### src/common/epg_defines.svh
// Timing counts and limits for the EPROM programming controller
`ifndef EPG_DEFINES_SVH
`define EPG_DEFINES_SVH

`define EPG_CLK_NS        100
`define EPG_T_SETUP_NS    2000
`define EPG_T_OE_NS       150
`define EPG_T_DFP_NS      130
`define EPG_T_PW_NS       1000000
`define EPG_T_VPS_NS      2000
// Least times round up to whole cycles
`define EPG_SETUP_CYC     ((`EPG_T_SETUP_NS + `EPG_CLK_NS - 1) / `EPG_CLK_NS)
`define EPG_VPS_CYC       ((`EPG_T_VPS_NS + `EPG_CLK_NS - 1) / `EPG_CLK_NS)
`define EPG_OE_CYC        ((`EPG_T_OE_NS + `EPG_CLK_NS - 1) / `EPG_CLK_NS)
`define EPG_DFP_CYC       ((`EPG_T_DFP_NS + `EPG_CLK_NS - 1) / `EPG_CLK_NS)
`define EPG_PW_CYC        ((`EPG_T_PW_NS + `EPG_CLK_NS - 1) / `EPG_CLK_NS)
`define EPG_MAX_TRIES     25
`define EPG_OVER_FACTOR   3
`define EPG_NDEV          2
`define EPG_AW            15
`define EPG_DW            8
`define EPG_TW            20

`endif

### src/common/epg_pkg.sv
// Types for the EPROM programming controller
`include "epg_defines.svh"

package epg_pkg;

  typedef enum logic [1:0]
  {
    EPG_OP_PROG = 2'h0,
    EPG_OP_READ = 2'h1,
    EPG_OP_SIG  = 2'h2,
    EPG_OP_OFF  = 2'h3
  } epg_op_t;

  typedef struct packed
  {
    epg_op_t                  op;
    logic [`EPG_NDEV-1:0]     dev_mask;
    logic [`EPG_AW-1:0]       addr;
    logic [`EPG_DW-1:0]       data;
  } epg_cmd_t;

  typedef struct packed
  {
    logic [`EPG_DW-1:0]       data;
    logic                     ok;
    logic [4:0]               tries;
  } epg_rsp_t;

  typedef enum logic [11:0]
  {
    EPG_IDLE  = 12'h001,
    EPG_PWR   = 12'h002,
    EPG_SETUP = 12'h004,
    EPG_PULSE = 12'h008,
    EPG_HOLD  = 12'h010,
    EPG_OEW   = 12'h020,
    EPG_SAMP  = 12'h040,
    EPG_FLOAT = 12'h080,
    EPG_OFFP  = 12'h100,
    EPG_OFFC  = 12'h200,
    EPG_DONE  = 12'h400,
    EPG_OVER  = 12'h800
  } epg_state_t;

endpackage

### src/hdl/epg_programmer.sv
// Programming controller that drives a gang of UV EPROMs through their pins
`timescale 1ns/1ps
`include "epg_defines.svh"

module epg_programmer #(
  parameter int PW_CYC = `EPG_PW_CYC
) (
  // Clock and reset
  input  wire logic                  clk,
  input  wire logic                  rst_n,
  // Command request
  input  wire logic                  cmd_valid,
  output      logic                  cmd_ready,
  input  wire epg_pkg::epg_cmd_t     cmd,
  // Answer
  output      logic                  rsp_valid,
  output      epg_pkg::epg_rsp_t     rsp,
  // Device pins
  output      logic [`EPG_AW-1:0]    address,
  output      logic [`EPG_DW-1:0]    data_o,
  output      logic                  data_oe,
  input  wire logic [`EPG_DW-1:0]    data_i,
  output      logic [`EPG_NDEV-1:0]  program_pulse_n,
  output      logic                  gate_n,
  output      logic                  address_bit_nine_hv,
  output      logic                  vcc_en,
  output      logic                  vpp_en
);

  localparam logic [`EPG_TW-1:0] SETUP_T = `EPG_TW'(`EPG_SETUP_CYC);
  localparam logic [`EPG_TW-1:0] VPS_T   = `EPG_TW'(`EPG_VPS_CYC);
  localparam logic [`EPG_TW-1:0] OE_T    = `EPG_TW'(`EPG_OE_CYC);
  localparam logic [`EPG_TW-1:0] DFP_T   = `EPG_TW'(`EPG_DFP_CYC);
  // The timer runs down to zero inclusive, so a load of one less gives exact widths
  localparam logic [`EPG_TW-1:0] PW_T    = `EPG_TW'(PW_CYC - 1);
  localparam logic [4:0]         MAX_T   = 5'(`EPG_MAX_TRIES);

  epg_pkg::epg_state_t state_r, state_nxt;
  epg_pkg::epg_cmd_t   cmd_r;
  epg_pkg::epg_rsp_t   rsp_r;
  logic [`EPG_TW-1:0]  tmr_r, tmr_nxt;
  logic [4:0]          tries_r, tries_nxt;
  logic [6:0]          left_r, left_nxt;
  logic                over_r, over_nxt;
  logic                vcc_r, vcc_nxt;
  logic                vpp_r, vpp_nxt;
  logic [`EPG_DW-1:0]  rd_r;

  wire logic tmr_done  = (tmr_r == '0);
  wire logic is_prog   = (cmd_r.op == epg_pkg::EPG_OP_PROG);
  wire logic is_sig    = (cmd_r.op == epg_pkg::EPG_OP_SIG);
  // Supply raised for program and verify; signature reads need only the normal supply
  wire logic need_vpp  = !is_sig;
  wire logic matched   = (rd_r == cmd_r.data);
  // A wanted one that reads as zero can never be fixed by more pulses
  wire logic stuck     = |(cmd_r.data & ~rd_r);
  wire logic [6:0] over_cnt = 7'(tries_r) * 7'(`EPG_OVER_FACTOR);

  assign cmd_ready = (state_r == epg_pkg::EPG_IDLE);

  always_comb
  begin
    state_nxt = state_r;
    tmr_nxt   = tmr_done ? tmr_r : tmr_r - `EPG_TW'(1);
    tries_nxt = tries_r;
    left_nxt  = left_r;
    over_nxt  = over_r;
    vcc_nxt   = vcc_r;
    vpp_nxt   = vpp_r;
    case (state_r)
      epg_pkg::EPG_IDLE:
      begin
        tries_nxt = 5'h0;
        over_nxt  = 1'b0;
        if (cmd_valid)
        begin
          state_nxt = (cmd.op == epg_pkg::EPG_OP_OFF) ? epg_pkg::EPG_OFFP : epg_pkg::EPG_PWR;
          tmr_nxt   = '0;
        end
      end
      epg_pkg::EPG_PWR:
      begin
        if (tmr_done)
        begin
          if (!vcc_r)
          begin
            vcc_nxt = 1'b1;
            tmr_nxt = SETUP_T;
          end
          else if (need_vpp && !vpp_r)
          begin
            vpp_nxt = 1'b1;
            tmr_nxt = VPS_T;
          end
          else
          begin
            state_nxt = epg_pkg::EPG_SETUP;
            tmr_nxt   = SETUP_T;
          end
        end
      end
      epg_pkg::EPG_SETUP:
      begin
        if (tmr_done)
        begin
          if (is_prog)
          begin
            state_nxt = epg_pkg::EPG_PULSE;
            tmr_nxt   = PW_T;
            // The overprogram run keeps its own length and try count
            left_nxt  = over_r ? left_r : 7'h1;
            tries_nxt = over_r ? tries_r : tries_r + 5'h1;
          end
          else
          begin
            state_nxt = epg_pkg::EPG_OEW;
            tmr_nxt   = OE_T;
          end
        end
      end
      epg_pkg::EPG_PULSE:
      begin
        if (tmr_done)
        begin
          // Overprogram is a run of back-to-back initial widths
          if (left_r > 7'h1)
          begin
            left_nxt = left_r - 7'h1;
            tmr_nxt  = PW_T;
          end
          else
          begin
            state_nxt = epg_pkg::EPG_HOLD;
            tmr_nxt   = SETUP_T;
          end
        end
      end
      epg_pkg::EPG_HOLD:
      begin
        if (tmr_done)
        begin
          state_nxt = over_r ? epg_pkg::EPG_DONE : epg_pkg::EPG_OEW;
          tmr_nxt   = OE_T;
        end
      end
      epg_pkg::EPG_OEW:
      begin
        if (tmr_done)
        begin
          state_nxt = epg_pkg::EPG_SAMP;
        end
      end
      epg_pkg::EPG_SAMP:
      begin
        state_nxt = epg_pkg::EPG_FLOAT;
        tmr_nxt   = DFP_T;
      end
      epg_pkg::EPG_FLOAT:
      begin
        if (tmr_done)
        begin
          if (!is_prog || stuck || (!matched && tries_r == MAX_T))
          begin
            state_nxt = epg_pkg::EPG_DONE;
          end
          else if (matched)
          begin
            state_nxt = epg_pkg::EPG_OVER;
          end
          else
          begin
            state_nxt = epg_pkg::EPG_SETUP;
            tmr_nxt   = SETUP_T;
          end
        end
      end
      epg_pkg::EPG_OVER:
      begin
        // Back through set-up so the data settles before the long pulse
        state_nxt = epg_pkg::EPG_SETUP;
        over_nxt  = 1'b1;
        left_nxt  = over_cnt;
        tmr_nxt   = SETUP_T;
      end
      epg_pkg::EPG_OFFP:
      begin
        vpp_nxt   = 1'b0;
        state_nxt = epg_pkg::EPG_OFFC;
        tmr_nxt   = VPS_T;
      end
      epg_pkg::EPG_OFFC:
      begin
        if (tmr_done)
        begin
          vcc_nxt   = 1'b0;
          state_nxt = epg_pkg::EPG_DONE;
        end
      end
      epg_pkg::EPG_DONE:
      begin
        state_nxt = epg_pkg::EPG_IDLE;
      end
      default:
      begin
        state_nxt = epg_pkg::EPG_IDLE;
      end
    endcase
  end

  // Pin levels decoded from the next state, so every pin leaves a flop
  wire logic drv_data  = (state_nxt == epg_pkg::EPG_SETUP || state_nxt == epg_pkg::EPG_PULSE ||
                          state_nxt == epg_pkg::EPG_HOLD) && is_prog;
  wire logic rd_phase  = (state_nxt == epg_pkg::EPG_OEW || state_nxt == epg_pkg::EPG_SAMP);
  wire logic sel_pulse = (state_nxt == epg_pkg::EPG_PULSE);
  // Signature read needs select and gate both low; verify keeps select high
  wire logic sel_read  = rd_phase && is_sig;
  // Stored command is stale on the taking edge, so idle never raises the level
  wire logic sig_on    = is_sig && (state_r != epg_pkg::EPG_IDLE) &&
                         !(state_nxt == epg_pkg::EPG_IDLE || state_nxt == epg_pkg::EPG_DONE);

  genvar g;
  generate
    for (g = 0; g < `EPG_NDEV; g++)
    begin : g_sel
      // Unmasked devices keep select high and are inhibited
      always_ff @(posedge clk or negedge rst_n)
      begin
        if (!rst_n)
          program_pulse_n[g] <= 1'b1;
        else
          program_pulse_n[g] <= !(cmd_r.dev_mask[g] && (sel_pulse || sel_read));
      end
    end
  endgenerate

  always_ff @(posedge clk or negedge rst_n)
  begin
    if (!rst_n)
    begin
      state_r <= epg_pkg::EPG_IDLE;
      tmr_r   <= '0;
      tries_r <= 5'h0;
      left_r  <= 7'h0;
      over_r  <= 1'b0;
      vcc_r   <= 1'b0;
      vpp_r   <= 1'b0;
    end
    else
    begin
      state_r <= state_nxt;
      tmr_r   <= tmr_nxt;
      tries_r <= tries_nxt;
      left_r  <= left_nxt;
      over_r  <= over_nxt;
      vcc_r   <= vcc_nxt;
      vpp_r   <= vpp_nxt;
    end
  end

  always_ff @(posedge clk or negedge rst_n)
  begin
    if (!rst_n)
    begin
      cmd_r               <= '0;
      rd_r                <= '0;
      data_oe             <= 1'b0;
      gate_n              <= 1'b1;
      address_bit_nine_hv <= 1'b0;
    end
    else
    begin
      if (cmd_valid && cmd_ready)
        cmd_r <= cmd;
      if (state_r == epg_pkg::EPG_SAMP)
        rd_r <= data_i;
      data_oe             <= drv_data;
      gate_n              <= !rd_phase;
      address_bit_nine_hv <= sig_on;
    end
  end

  always_ff @(posedge clk or negedge rst_n)
  begin
    if (!rst_n)
    begin
      rsp_r     <= '0;
      rsp_valid <= 1'b0;
    end
    else
    begin
      rsp_valid <= (state_nxt == epg_pkg::EPG_DONE);
      if (state_nxt == epg_pkg::EPG_DONE)
      begin
        rsp_r.data  <= rd_r;
        rsp_r.ok    <= (cmd_r.op != epg_pkg::EPG_OP_PROG) || over_r || (state_r == epg_pkg::EPG_HOLD);
        rsp_r.tries <= tries_r;
      end
    end
  end

  assign rsp     = rsp_r;
  assign address = cmd_r.addr;
  assign data_o  = cmd_r.data;
  assign vcc_en  = vcc_r;
  assign vpp_en  = vpp_r;

endmodule // epg_programmer

### config.mk
export PLATFORM = sky130hd
export DESIGN_NAME = epg_programmer
export DESIGN_NICKNAME = d
export VERILOG_FILES = /design/src/common/epg_pkg.sv /design/src/hdl/epg_programmer.sv
export VERILOG_INCLUDE_DIRS = /design/src /design/src/common
export SDC_FILE = /design/constraint.sdc
export NUM_CORES = 1
export LEC_CHECK = 0
export BUFFER_PORTS_ARGS = -buffer_cell sky130_fd_sc_hd__buf_4
export CAP_MARGIN = 20
export CORE_MARGIN = 3
export CORE_UTILIZATION = 55
export DETAILED_ROUTE_END_ITERATION = 8
export GPL_TIMING_DRIVEN = 0
export PLACE_DENSITY = 0.89
export SETUP_SLACK_MARGIN = 0.5
export SYNTH_ARGS = -nofsm -noshare
export SYNTH_HDL_FRONTEND = slang
export SYNTH_SLANG_ARGS = --single-unit
### constraint.sdc
create_clock -name clk -period 4.6 [get_ports clk]
set_input_delay 0 -clock clk [delete_from_list [all_inputs] [get_ports clk]]
set_output_delay 0 -clock clk [all_outputs]
set_load 0.01 [all_outputs]
==> impl_metrics.json, run 1 <==
{
  "status": "complete, no violations",
  "yosys_most_used_dff": "dfrtp_1",
  "yosys-top-cells-area": "dfrtp_1 (42%), mux2_2 (7.5%), ha_1 (4.1%)",
  "synth.avg_cell_area_um2": 10.4,
  "synth_compound_area_share_pct": 11.8,
  "synthesis.nets": 621,
  "cts_max_path_buffers": 2,
  "cap_violations": 0,
  "critPathTopFamily": "simple AND/OR/NAND/NOR gates",
  "critPathBufInv": 4,
  "final_core_util_pct": 71.8,
  "yosys.area_share.xor_xnor_pct": 3.60,
  "gp_congestion": 0.982,
  "htree_levels": 3,
  "clk_latency_ns": 0.40,
  "drt_iter0_drc": 450,
  "grt_pass1_vias": 5337,
  "final_area_mm2": 0.00721,
  "yosys.area_share.adder_pct": 4.41,
  "die_h_um": 109,
  "ys_ff_latch": 102,
  "fmax_mhz": 287,
  "grt_start_max_net_pins": 58,
  "cts_tree": "yes",
  "worst_hold_slack_ns": 0.213,
  "rows": 36,
  "clockRootBuffer": "clkbuf_8",
  "netlist_area_mm2": 0.00584,
  "pre_cts_slack_ns": 1.19,
  "synth.top_cell.area_share_pct": 42.0,
  "grt_pass1_wl_um": 28300,
  "fin_crit_sh_pct": 75.8,
  "period_minus_slack_ns": 3.49,
  "vdd_drop_max_mv": 0.334,
  "routedWlPerCell_um": 21.1,
  "layout_commonest_cell": "buf_4",
  "grtUsageTotal_pct": 31.2,
  "relSlewSlack_pct": 49.0,
  "synth_cell_type_count": 68,
  "clock-sinks": 102,
  "stdcell_count": 833,
  "drt_drc_violations_left": 0,
  "synth_area_leader_cell": "dfrtp_1",
  "crit_chain": "inv_1 -> ha_1 -> nor4b_2 -> nand4b_4 -> nor2_4 -> inv_1 -> buf_6 -> clkbuf_1 -> ha_1 -> nor3_1 -> a31oi_1 -> a31oi_1 -> o22ai_1 -> o21ai_0",
  "total_power_mw": 3.73,
  "yosys.area_share.simple_pct": 19.7,
  "ys_warn_count": 0,
  "clkTransAtPathRegs_ns": 0.11,
  "skew_ns": 0.0116,
  "synthMuxAreaShare_pct": 10.6,
  "grt_overflow": 0,
  "async_flop_share_pct": 100,
  "cp_max_fo": 10,
  "slew_violations": 0,
  "io_pins": 84,
  "die_x_um": 109,
  "antenna_found_initial": 0,
  "syn_inst": 563,
  "nets": 753,
  "yosysSeqAreaShare_pct": 43.8,
  "r2r_start": "tmr_r[0]",
  "num_vias": 5172,
  "setup_violations": 0,
  "required_ns": 4.92,
  "slowest_stage": "nor4b_2",
  "rsz0062_at_grt": "no",
  "area_growth_pct": 23.4,
  "cp.arrival_ns": 3.81,
  "critical-path-max-stage-delay_ns": 0.48,
  "finalHoldViolCount": 0,
  "power_leakage_nw": 3.32,
  "ant_nets": 0,
  "final.setup.tns_ns": 0,
  "path_class": "reg2reg",
  "io_buffers": 83,
  "start_util_pct": 58.2,
  "dpl.cell_count": 780,
  "cts_resized": 0,
  "startpoint_type": "flop",
  "powerDensity_mw_per_mm2": 518,
  "critPathCaptureType": "flop",
  "firstDrtPassIters": 5,
  "die_area_mm2": 0.0119,
  "numCtsBuffers": 9,
  "wirelength_um": 17600,
  "worstSetupStartpoint": "tmr_r[0]",
  "dp_hpwl_um": 11400,
  "vias_per_cell": 6.21,
  "synth_edf_count": 0,
  "layout_common_cells": "buf_4 (106), dfrtp_1 (98), nor2_1 (42)",
  "setup_slack_ns": 1.11,
  "core-area_mm2": 0.0100,
  "tightest_slew_ns": 0.759,
  "placed_area_mm2": 0.00666,
  "final_layout_size_suffix_gt1_share_pct": 29.4,
  "hp-class": "in2async",
  "synth_top_family_by_area": "simple AND/OR/NAND/NOR gates",
  "n_antenna_cell": 0
}
registers in the layout, summed over array words and instances, names as in the netlist:
register,flops
gate_n,1
tmr_r,20
rd_r,8
tries_r,5
vcc_en,1
vpp_en,1
address_bit_nine_hv,1
rsp_valid,1
rsp,14
left_r,7
over_r,1
data_o,8
data_oe,1
program_pulse_n,2
cmd_r,4
state_r,12
address,15
routing by layer:
metal | up-vias | share of wire (%) | GRT usage (%) | routed length [µm]
met3 | 74 | 8.8 | 8.47 | 1550
met5 | - | 0 | 0 | 0
met2 | 311 | 47 | 49.8 | 8250
met1 | 2500 | 40 | 39.4 | 7000
li1 | 2287 | - | - | -
met4 | 0 | 4.5 | 14.4 | 799
Yosys cell counts, types with 4 or more instances:
cell / n
xnor2_1: 16
nor4b_1: 4
ha_1: 19
mux2_2: 39
nor4_2: 5
dfstp_2: 4
a31oi_1: 6
and3_1: 5
o31ai_1: 4
or3_1: 7
nand2b_1: 8
buf_2: 7
o22ai_1: 5
dfrtp_1: 98
nor4_1: 13
xor2_1: 8
nand2_1: 29
nand3_1: 13
a21oi_1: 24
nor2_1: 42
nor3_1: 26
buf_4: 23
nor2b_1: 9
o21ai_1: 5
o21ai_0: 25
mux2_4: 10
and2_1: 4
o21bai_1: 4
nand4_1: 9
clkbuf_1: 10
inv_1: 21
power breakdown:
part           internal, mW  leakage (nW)  switching (mW)
Combinational         0.866          1.91           0.992
Sequential             1.11          1.32           0.207
Clock                 0.204        0.0930           0.350
Total                  2.18          3.32            1.55
cell families (layout without fill, tap and decap cells):
group                    after synthesis  in the layout
flip-flops                           102            102
XOR/XNOR                              24             24
multiplexers                          52             52
AND/OR/NAND/NOR                      196            196
AO/OA/AOI/OAI                        105            105
adder cells (fa/ha/maj)               20             20
buffers and inverters                 64            201
worst paths after layout:
path | to | cells past startpoint | slack, ns
min | rsp[6] | 2 | 0.21
max in group asynchronous | address[14] | 3 | 3.71
max | tmr_r[0] | 14 | 1.11
min reg2reg | program_pulse_n[1] | 1 | 0.41
min in group clk | rd_r[0] | 3 | 0.37
max reg2reg | tmr_r[0] | 14 | 1.11
final cells by class:
| cell class | count | area (µm²) |
|---|---|---|
| clock inverters | 7 | 57.6 |
| well taps | 133 | 166 |
| inverters | 21 | 78.8 |
| repair buffers | 121 | 1020 |
| fillers | 672 | 2830 |
| clock buffers | 9 | 124 |
| plain buffers | 43 | 275 |
| flip-flops and latches | 102 | 2560 |
| multi-input cells | 397 | 2930 |
repair_timing:
action,CTS,global route
hold buffers,37,0
buffers inserted,0,0
hold endpoints to repair,89,0
Note: power is estimated with default switching activity, not from simulation.
==> run 2: changes to the inputs <==
Settings changed: ABC_AREA set to 1.
Clock period 4.6 ns to 3.4 ns, I/O delays scaled along.
==> impl_metrics.json, run 2 <==
{
  "dp_hpwl_um": 11800,
  "dr_wl_met3_um": 1390,
  "gp_congestion": 0.945,
  "grt_pass1_wl_um": 29900,
  "layout_common_cells": "nand2_1 (207), buf_4 (108), inv_1 (101)",
  "die_x_um": 113,
  "netlist_area_mm2": 0.00628,
  "wl_met2_um": 9040,
  "synth_edf_count": 0,
  "clkTransAtPathRegs_ns": 0.09,
  "die_h_um": 113,
  "swShare_pct": 42.6,
  "layout_commonest_cell": "nand2_1",
  "start_util_pct": 57.2,
  "io_buffers": 83,
  "wirelength_um": 18400,
  "top_layer_used": "met4",
  "rows": 38,
  "cts_tree": "yes",
  "fin_crit_sh_pct": 74.4,
  "startpoint_type": "flop",
  "cap_violations": 0,
  "hp-class": "in2async",
  "wl_met1_um": 7330,
  "post_cts_buffers": 0,
  "clockRootBuffer": "clkbuf_16",
  "numCtsBuffers": 9,
  "antenna_found_initial": 0,
  "skew_ns": 0.0117,
  "grtUsageTotal_pct": 29.4,
  "core-area_mm2": 0.0110,
  "io_pins": 84,
  "nets": 998,
  "firstDrtPassIters": 5,
  "grt_start_max_net_pins": 71,
  "ys_warn_count": 0,
  "synth_commonest_cells": "nand2_1 (207), inv_1 (101), dfrtp_1 (98)",
  "combPwrFrac_pct": 47.4,
  "syn_inst": 808,
  "ys_ff_latch": 102,
  "critPathCaptureType": "flop",
  "fmax_mhz": 395,
  "power_leakage_nw": 4.32,
  "synth.avg_cell_area_um2": 7.77,
  "rsz0062_at_grt": "no",
  "drt_drc_violations_left": 0,
  "largest_register_ffs": 20,
  "synth_area_leader_cell": "dfrtp_1",
  "drt_iter0_drc": 473,
  "cts_resized": 0,
  "status": "complete, no violations",
  "n_antenna_cell": 0,
  "routedWlPerCell_um": 16.9,
  "p_clk_share_pct": 20.4,
  "ant_nets": 0,
  "clk_latency_ns": 0.36,
  "p_switching_mw": 2.32,
  "cts_max_path_buffers": 2,
  "clock-sinks": 102,
  "largest_register": "tmr_r",
  "setup_violations": 0,
  "async_flop_share_pct": 100,
  "synth_cell_type_count": 44,
  "relSlewSlack_pct": 60.2,
  "vias_per_cell": 5.53,
  "total_power_mw": 5.44,
  "period_minus_slack_ns": 2.53,
  "tightest_slew_ns": 0.597,
  "final_layout_size_suffix_gt1_share_pct": 22.3,
  "synth.top_cell.area_share_pct": 39.0,
  "htree_levels": 3,
  "area_growth_pct": 24.1,
  "vdd_drop_max_mv": 0.532,
  "required_ns": 3.63,
  "cp_max_fo": 10,
  "powerDensity_mw_per_mm2": 697,
  "worst_hold_slack_ns": 0.139,
  "p_int_mw": 3.12,
  "cp.arrival_ns": 2.76,
  "yosys_most_used_dff": "dfrtp_1",
  "die_area_mm2": 0.0127,
  "share_seq_of_total_power_pct": 32.2,
  "n_fill_cell": 770,
  "yosys-top-cells-area": "dfrtp_1 (39%), nand2_1 (12%), inv_1 (6.0%)",
  "slew_violations": 0,
  "grt_overflow": 0,
  "num_vias": 5995,
  "reg2reg_setup_slack_ns": 0.87,
  "yosysSeqAreaShare_pct": 40.7,
  "yosysMostFrequentCell": "nand2_1",
  "path_class": "reg2reg",
  "synthesis.nets": 866,
  "finalHoldViolCount": 0,
  "final.setup.tns_ns": 0,
  "grt_pass1_vias": 6042
}
run 2: worst paths after layout:
kind,startpoint,end,depth (start not counted)
min reg2reg,cmd_r[23],program_pulse_n[0],1
max,tmr_r[0],tmr_r[0],12
min,rst_n,left_r[0],2
max in group asynchronous,rst_n,program_pulse_n[0],3
max reg2reg,tmr_r[0],tmr_r[0],12
min in group clk,cmd[16],address[8],3
run 2: kinds of logic (layout without fill, tap and decap cells):
family          after synthesis  after routing  share of synthesized area, %
simple gates                424            424                          30.8
fa+ha+maj                    20             20                          4.10
mux                          27             27                          4.82
flops                       102            102                          40.7
buf+inv                     143            280                          10.7
xor+xnor                     16             16                          2.23
compound gates               76             76                          6.65
run 2: metrics by stage:
step	setup slack, ns	std cells	utilization, %	area, µm²
4_1_cts	0.929	1085	71.0	7800
6_report	0.869	1085	71.0	7800
5_1_grt	0.692	1085	71.0	7800
3_3_place_gp	1.03	1031	64.5	7080
3_5_place_dp	0.984	1032	64.7	7110
2_1_floorplan	1.29	808	-	6280
run 2: per-layer routing:
metal	vias to the layer above	track usage [%]
li1	2812	-
met1	2834	36.0
met2	290	50.8
met3	59	7.11
met4	0	10.3
met5	-	0
run 2: power by group through the flow:
stage	Sequential [mW]	Combinational, mW	Clock (mW)
2_1_floorplan	1.67	1.76	0
3_3_place_gp	1.71	2.34	0
3_5_place_dp	1.74	2.43	0
4_1_cts	1.72	2.50	1.11
5_1_grt	1.78	2.82	1.16
6_report	1.75	2.58	1.11
run 2: critical path: stages (launching register included):
cell	delay [ns]
dfrtp_1	0.40
inv_1	0.09
ha_1	0.32
nand2_4	0.13
nor2_4	0.18
nand3_4	0.18
buf_2	0.25
ha_1	0.34
inv_1	0.08
o211ai_1	0.19
nand2_1	0.08
nor2_1	0.10
nand4_1	0.08
run 2: area by class of cell:
cell class              instances  area, µm²  area share [%]
multi-input cells             563       3050            39.2
inverters                     109        417            5.34
clock inverters                 7       93.8            1.20
well taps                     140        175            2.25
flip-flops and latches        102       2560            32.8
clock buffers                   9        225            2.89
plain buffers                  34        253            3.24
repair buffers                121       1020            13.1
run 2: timing repair:
item                                   in CTS  in global routing
hold buffers                               37                  0
endpoints found under the hold margin      69                  0
setup endpoints to repair                   0                  0
